<file path="src/hdl/vco_cal_pkg.sv">
// Purpose: constants for the tunable_oscillator calibration control block
// Assumes: one clock, clk_sys, also serves as the loop reference clock
// Notes: register offsets are word addresses of the serial control port
package vco_cal_pkg;
	localparam logic [9:0] ADDR_CAL_CTRL = 10'h018;
	localparam logic [9:0] ADDR_DLY_CTRL = 10'h019;
	localparam logic [7:0] CAL_CTRL_RESET = 8'h06;
	localparam logic [7:0] DLY_CTRL_RESET = 8'h00;
	localparam int TRIG_BIT = 0;
	localparam int DIV_LSB = 1;
	localparam logic [1:0] DIV_SEL_RESET = 2'h3;
	// length of one calibration in divided clock periods
	localparam logic [15:0] CAL_TICKS = 16'h0040;

	// divide ratio minus one for a 2-bit select code
	function automatic logic [3:0] div_last(input logic [1:0] sel);
		unique case (sel)
			2'h0: div_last = 4'h1;
			2'h1: div_last = 4'h3;
			2'h2: div_last = 4'h7;
			2'h3: div_last = 4'hF;
		endcase
	endfunction
endpackage

</file>
<file path="src/hdl/vco_calibration_control.sv">
// Purpose: staged control registers and trigger of the oscillator calibration
// Assumes: register writes arrive decoded from the serial control port
// Notes: reads return the staged copy one cycle after rd_en
`timescale 1ns/100ps
module vco_calibration_control
(
	input wire logic clk_sys,
	input wire logic arst_n,
	input wire logic wr_en,
	input wire logic [9:0] wr_addr,
	input wire logic [7:0] wr_data,
	input wire logic rd_en,
	input wire logic [9:0] rd_addr,
	input wire logic io_update,
	output logic [7:0] rd_data,
	output logic [7:0] cal_ctrl_active,
	output logic [7:0] dly_ctrl_active,
	output logic cal_busy,
	output logic cal_done,
	output logic cal_clk
);
	typedef enum logic {ST_IDLE, ST_RUN} cal_state_e;

	typedef struct packed
	{
		logic [7:0] cal_stage;
		logic [7:0] dly_stage;
		logic [7:0] cal_act;
		logic [7:0] dly_act;
		logic [7:0] rd_data;
		cal_state_e state;
		logic [15:0] ticks;
		logic busy;
		logic done;
	} ctrl_s;

	ctrl_s s_q;
	ctrl_s s_d;
	logic tick;
	logic [1:0] act_sel;
	logic edge_seen;

	assign act_sel = s_q.cal_act[vco_cal_pkg::DIV_LSB +: 2];

	// ----------------------------------------
	// calibration clock
	// ----------------------------------------
	// divider runs only during a calibration so every run starts phase-aligned;
	// it follows the next busy value so the run lasts exactly CAL_TICKS periods
	cal_clock_divider u_div
	(
		.clk_sys(clk_sys),
		.arst_n(arst_n),
		.run(s_d.busy),
		.sel(act_sel),
		.tick(tick),
		.cal_clk(cal_clk)
	);

	// new staged trigger against the value held since the previous strobe
	assign edge_seen = io_update && s_q.cal_stage[vco_cal_pkg::TRIG_BIT]
		&& !s_q.cal_act[vco_cal_pkg::TRIG_BIT];

	// ----------------------------------------
	// registers and sequencer
	// ----------------------------------------
	always_comb
	begin
		s_d = s_q;
		s_d.done = 1'b0;
		// host writes land in the staging copy only
		if (wr_en && wr_addr == vco_cal_pkg::ADDR_CAL_CTRL)
			s_d.cal_stage = wr_data;
		if (wr_en && wr_addr == vco_cal_pkg::ADDR_DLY_CTRL)
			s_d.dly_stage = wr_data;
		// unmapped addresses read as zero
		if (rd_en)
		begin
			if (rd_addr == vco_cal_pkg::ADDR_CAL_CTRL)
				s_d.rd_data = s_q.cal_stage;
			else if (rd_addr == vco_cal_pkg::ADDR_DLY_CTRL)
				s_d.rd_data = s_q.dly_stage;
			else
				s_d.rd_data = 8'h00;
		end
		// transfer strobe copies staged values active
		if (io_update)
		begin
			s_d.cal_act = s_q.cal_stage;
			s_d.dly_act = s_q.dly_stage;
		end
		unique case (s_q.state)
			ST_IDLE:
			begin
				// only a 0-to-1 change starts; a held 1 does nothing
				if (edge_seen)
				begin
					s_d.state = ST_RUN;
					s_d.busy = 1'b1;
					s_d.ticks = 16'h0000;
				end
			end
			ST_RUN:
			begin
				// one sequence timed by the divided clock; edges during it are
				// absorbed, but a transfer strobe still copies a new ratio into cal_act mid-run
				if (tick)
				begin
					s_d.ticks = s_q.ticks + 16'h0001;
					if (s_d.ticks == vco_cal_pkg::CAL_TICKS)
					begin
						s_d.state = ST_IDLE;
						s_d.busy = 1'b0;
						s_d.done = 1'b1;
					end
				end
			end
		endcase
	end

	// trigger bit resets to 0, ratio to divide-by-16
	always_ff @(posedge clk_sys or negedge arst_n)
	begin
		if (!arst_n)
		begin
			s_q <= '0;
			s_q.cal_stage <= vco_cal_pkg::CAL_CTRL_RESET;
			s_q.cal_act <= vco_cal_pkg::CAL_CTRL_RESET;
			s_q.dly_stage <= vco_cal_pkg::DLY_CTRL_RESET;
			s_q.dly_act <= vco_cal_pkg::DLY_CTRL_RESET;
			s_q.state <= ST_IDLE;
		end
		else
			s_q <= s_d;
	end

	assign rd_data = s_q.rd_data;
	assign cal_ctrl_active = s_q.cal_act;
	assign dly_ctrl_active = s_q.dly_act;
	assign cal_busy = s_q.busy;
	assign cal_done = s_q.done;

	// ----------------------------------------
	// checks
	// ----------------------------------------
	logic [23:0] dur_q;
	logic first_q;

	// reference cycles in one divided period
	function automatic logic [4:0] div_len(input logic [1:0] sel);
		div_len = {1'b0, vco_cal_pkg::div_last(sel)} + 5'h01;
	endfunction

	// helper: reference cycles spent in the current calibration
	always_ff @(posedge clk_sys or negedge arst_n)
	begin
		if (!arst_n)
		begin
			dur_q <= 24'h000000;
			first_q <= 1'b1;
		end
		else
		begin
			dur_q <= s_q.busy ? dur_q + 24'h000001 : 24'h000000;
			first_q <= 1'b0;
		end
	end
endmodule

</file>
<file path="src/hdl/cal_clock_divider.sv">
// Purpose: divides the reference clock into the calibration clock
// Assumes: sel steady while run is high
// Notes: tick pulses once per divided period, registered, in the reference cycle after its last one
`timescale 1ns/100ps
module cal_clock_divider
(
	input wire logic clk_sys,
	input wire logic arst_n,
	input wire logic run,
	input wire logic [1:0] sel,
	output logic tick,
	output logic cal_clk
);
	typedef struct packed
	{
		logic [3:0] cnt;
		logic tick;
		logic clk;
	} div_s;

	div_s s_q;
	div_s s_d;

	// ----------------------------------------
	// divider counter
	// ----------------------------------------
	// ratio picked by the select code
	always_comb
	begin
		s_d = s_q;
		s_d.tick = 1'b0;
		if (!run)
		begin
			s_d.cnt = 4'h0;
			s_d.clk = 1'b0;
		end
		else if (s_q.cnt == vco_cal_pkg::div_last(sel))
		begin
			s_d.cnt = 4'h0;
			s_d.tick = 1'b1;
			s_d.clk = 1'b0;
		end
		else
		begin
			s_d.cnt = s_q.cnt + 4'h1;
			// high for the second half of the period
			s_d.clk = (s_d.cnt > (vco_cal_pkg::div_last(sel) >> 1));
		end
	end

	always_ff @(posedge clk_sys or negedge arst_n)
	begin
		if (!arst_n)
			s_q <= '0;
		else
			s_q <= s_d;
	end

	assign tick = s_q.tick;
	assign cal_clk = s_q.clk;
endmodule

</file>
<file path="config.mk">
export PLATFORM = sky130hd
export DESIGN_NAME = vco_calibration_control
export DESIGN_NICKNAME = d
export VERILOG_FILES = /design/src/hdl/vco_cal_pkg.sv /design/src/hdl/vco_calibration_control.sv /design/src/hdl/cal_clock_divider.sv
export SDC_FILE = /design/constraint.sdc
export NUM_CORES = 1
export LEC_CHECK = 0
export BUFFER_PORTS_ARGS = -buffer_cell sky130_fd_sc_hd__buf_2
export CORE_UTILIZATION = 25
export CTS_BUF_LIST = sky130_fd_sc_hd__clkbuf_8
export DETAILED_ROUTE_END_ITERATION = 10
export GPL_TIMING_DRIVEN = 0
export PLACE_DENSITY = 0.49
export SLEW_MARGIN = 10
export SYNTH_ARGS = -nofsm -noshare
export SYNTH_HDL_FRONTEND = slang
export SYNTH_SLANG_ARGS = --single-unit
</file>
<file path="constraint.sdc">
create_clock -name clk_sys -period 5.16 [get_ports clk_sys]
set_clock_uncertainty 0.1 [all_clocks]
set_input_delay 0.258 -clock clk_sys [delete_from_list [all_inputs] [get_ports clk_sys]]
set_output_delay 0.258 -clock clk_sys [all_outputs]
set_load 0.02 [all_outputs]
</file>
==> impl_metrics.toml <==
[power_and_ir_drop]
p_clk_frac = 0.367
sw_frac_of_total = 0.292
finalPower_mw = 1.20
internal-power_uw = 849
vdd.ir_drop.worst_mv = 0.0897
power.switching_uw = 350
power_frac_seq = 0.497
p_leak_nw = 1.93
powerDensity_nw_per_um2 = 296
power_frac_comb = 0.137

[timing]
period_minus_slack_ns = 2.78
finalCritPeriodShare = 0.539
max_slew_margin = 0.447
setup_violations = 0
rsz0062_at_grt = "false"
maxSlewViolCount = 0
holdWs_ns = 0.0447
worst_slack_ns = 2.38
final_hold_viol_count = 0
setup_tns_ns = 0
fmax_ghz = 0.360
tightest_slew_ns = 0.826

[layout]
regArea_um2 = 1630
area_growth_pct = 22.1
fin_area_um2 = 4050
multi_input_area_um2 = 1410
fin_cells = 553
n_antenna_cell = 0
num-nets-final = 415
final_core_util = 0.317
fillCellCount = 1341
drive_above_1_share = 0.362

[placed_design]
dpl.hpwl_mm = 5.14
dp_cells = 536
detailedPlace.worstSlack_ns = 2.40
place_area_um2 = 3840
port_buffers = 56
gp_congestion = 0.777

[synthesis]
synth_edf_count = 0
synth_nets = 346
synth-seq-cells = 65
ys_seq_area_frac = 0.493
synthArstFlopShare = 1.00
synth.cell_area_um2 = 3310
avgSynthCellArea_um2 = 10.8
ys.flop_type = "dfrtp_1"
synth.distinct_cells = 45
yosysWarnings = 0
synth_cells = 307

[detailed_routing]
wl_per_cell_um = 13.5
drt_iter0_drc = 112
ant_nets = 0
drc = 0
met3_length_um = 223
vias_per_cell = 4.42
wl_met1_mm = 3.53
top_layer_used = "met4"
drt_wl_total_mm = 7.47
firstDrtPassIters = 5
wl_met2_mm = 3.57
vias = 2446

[global_route]
grt_overflow_total = 0
antenna_found_initial = 0
grt_use_total = 0.120
grt_pass1_vias = 2396
grt_max_degree = 64
grt_pass1_wl_mm = 12.2

[clock_tree]
clockBufferDepth = 2
htree_num_levels = 3
cts_buffers = 9
cts_tree = "done"
clock_latency_ns = 0.35
cts_root_buffer = "clkbuf_8"
cts_sinks = 65
clkTransAtPathRegs_ns = 0.08
ctsResizeCount = 0

[die]
initial_core_util = 0.259
die_w_um = 117
num_io_pins = 60
die-area_um2 = 13700
die_h_um = 117
design.core.area_um2 = 12800
rows = 41

[critical_path]
crit_path_end_kind = "register"
crit_type = "register to register"
required_ns = 5.27
cpPeakStageDelay_ns = 0.53
crit_fanout = 10
critical-path-top-delay-family = "simple AND/OR/NAND/NOR gates"
cp-start-kind = "register"
arrival_ns = 2.89
crit_chain = "ha_1 -> buf_4 -> xnor2_1 -> or4b_4 -> a2111oi_4 -> o211ai_2 -> nor4_4 -> nor2_1"
cp_slowest_cell = "or4b_4"
worst-path-buf-inv = 1

[status]
status = "complete, no violations"

[hold_path]
hold_class = "input pin to register"

[run]
max-cap-violations = 0
==> routing by layer <==
metal | up-vias | GRT usage
li1 | 1211 | -
met3 | 12 | 0.0288
met4 | 0 | 0.0549
met5 | - | 0
met2 | 36 | 0.193
met1 | 1187 | 0.153
==> layout make-up <==
cell class | count | area share
Clock inverter | 6 | 0.0148
Sequential cell | 65 | 0.403
Inverter | 12 | 0.0111
Buffer | 34 | 0.0547
Clock buffer | 10 | 0.0340
Multi-Input combinational cell | 196 | 0.350
Timing Repair Buffer | 58 | 0.0792
Tap cell | 172 | 0.0532
==> repair_timing <==
action,4_1_cts,5_1_grt
endpoints found under the hold margin,61,0
hold buffers,1,0
buffers inserted,0,0
==> cells by family after synthesis <==
| logic type | synth area share |
|---|---|
| flip-flops | 0.493 |
| buffers and inverters | 0.0805 |
| multiplexers | 0.129 |
| AND/OR/NAND/NOR | 0.140 |
| adder cells (fa/ha/maj) | 0.0227 |
| AO/OA/AOI/OAI | 0.108 |
| XOR/XNOR | 0.0264 |
==> worst paths after layout <==
kind / start / end / slack, ns / cells after the start
hold / removal: wr_data[2] / s_q[45] / 0.04 / 2
setup reg to reg: s_q[2] / u_div.s_q[4] / 2.38 / 8
hold reg to reg: dly_ctrl_active[1] / dly_ctrl_active[1] / 0.41 / 1
max in group asynchronous: arst_n / s_q[53] / 4.26 / 3
min in group asynchronous: arst_n / cal_ctrl_active[5] / 0.15 / 2
setup / recovery: s_q[2] / u_div.s_q[4] / 2.38 / 8
==> synth_stat cells, types with 2 or more instances <==
library cell / number / share of area
a21boi_0: 2 / 0.0045
a21oi_1: 2 / 0.0030
a22o_1: 3 / 0.0079
a31oi_1: 4 / 0.0076
and3_1: 2 / 0.0038
buf_4: 25 / 0.057
clkbuf_1: 9 / 0.010
dfrtp_1: 61 / 0.46
dfstp_2: 4 / 0.032
ha_1: 6 / 0.023
inv_1: 12 / 0.014
mux2_2: 30 / 0.10
mux2i_1: 9 / 0.027
nand2_1: 20 / 0.023
nand3_1: 10 / 0.015
nand4_1: 5 / 0.0094
nor2_1: 21 / 0.024
nor2b_1: 2 / 0.0038
nor3_1: 11 / 0.017
nor4b_1: 4 / 0.011
o21ai_0: 24 / 0.036
o22ai_1: 8 / 0.015
o41ai_1: 2 / 0.0053
or2_2: 2 / 0.0038
xnor2_1: 6 / 0.016
xor2_1: 4 / 0.011
==> power by group through the flow <==
stage | Clock (mW) | Combinational (mW) | Sequential (mW)
3_5_place_dp | 0 | 0.166 | 0.602
6_report | 0.439 | 0.164 | 0.595
5_1_grt | 0.474 | 0.186 | 0.602
2_1_floorplan | 0 | 0.111 | 0.592
3_3_place_gp | 0 | 0.158 | 0.602
4_1_cts | 0.452 | 0.167 | 0.593
==> sequential cells by signal (all words and copies together) (netlist names) <==
name             count
dly_ctrl_active      8
u_div.tick           1
s_q                 33
rd_data              8
cal_ctrl_active      8
u_div.s_q            4
cal_done             1
u_div.cal_clk        1
cal_busy             1
==> placed cells by master, fill, tap and decap left out, types with 5 or more instances in the layout <==
cell type	netlist	routed
buf_2	0	55
buf_4	25	26
clkbuf_1	9	9
clkbuf_8	0	10
dfrtp_1	61	61
ha_1	6	6
inv_1	12	14
mux2_2	30	30
mux2i_1	9	9
nand2_1	20	20
nand3_1	10	10
nand4_1	5	5
nor2_1	21	21
nor3_1	11	11
o21ai_0	24	24
o22ai_1	8	8
xnor2_1	6	6
Power figures use the tool's default switching activity.
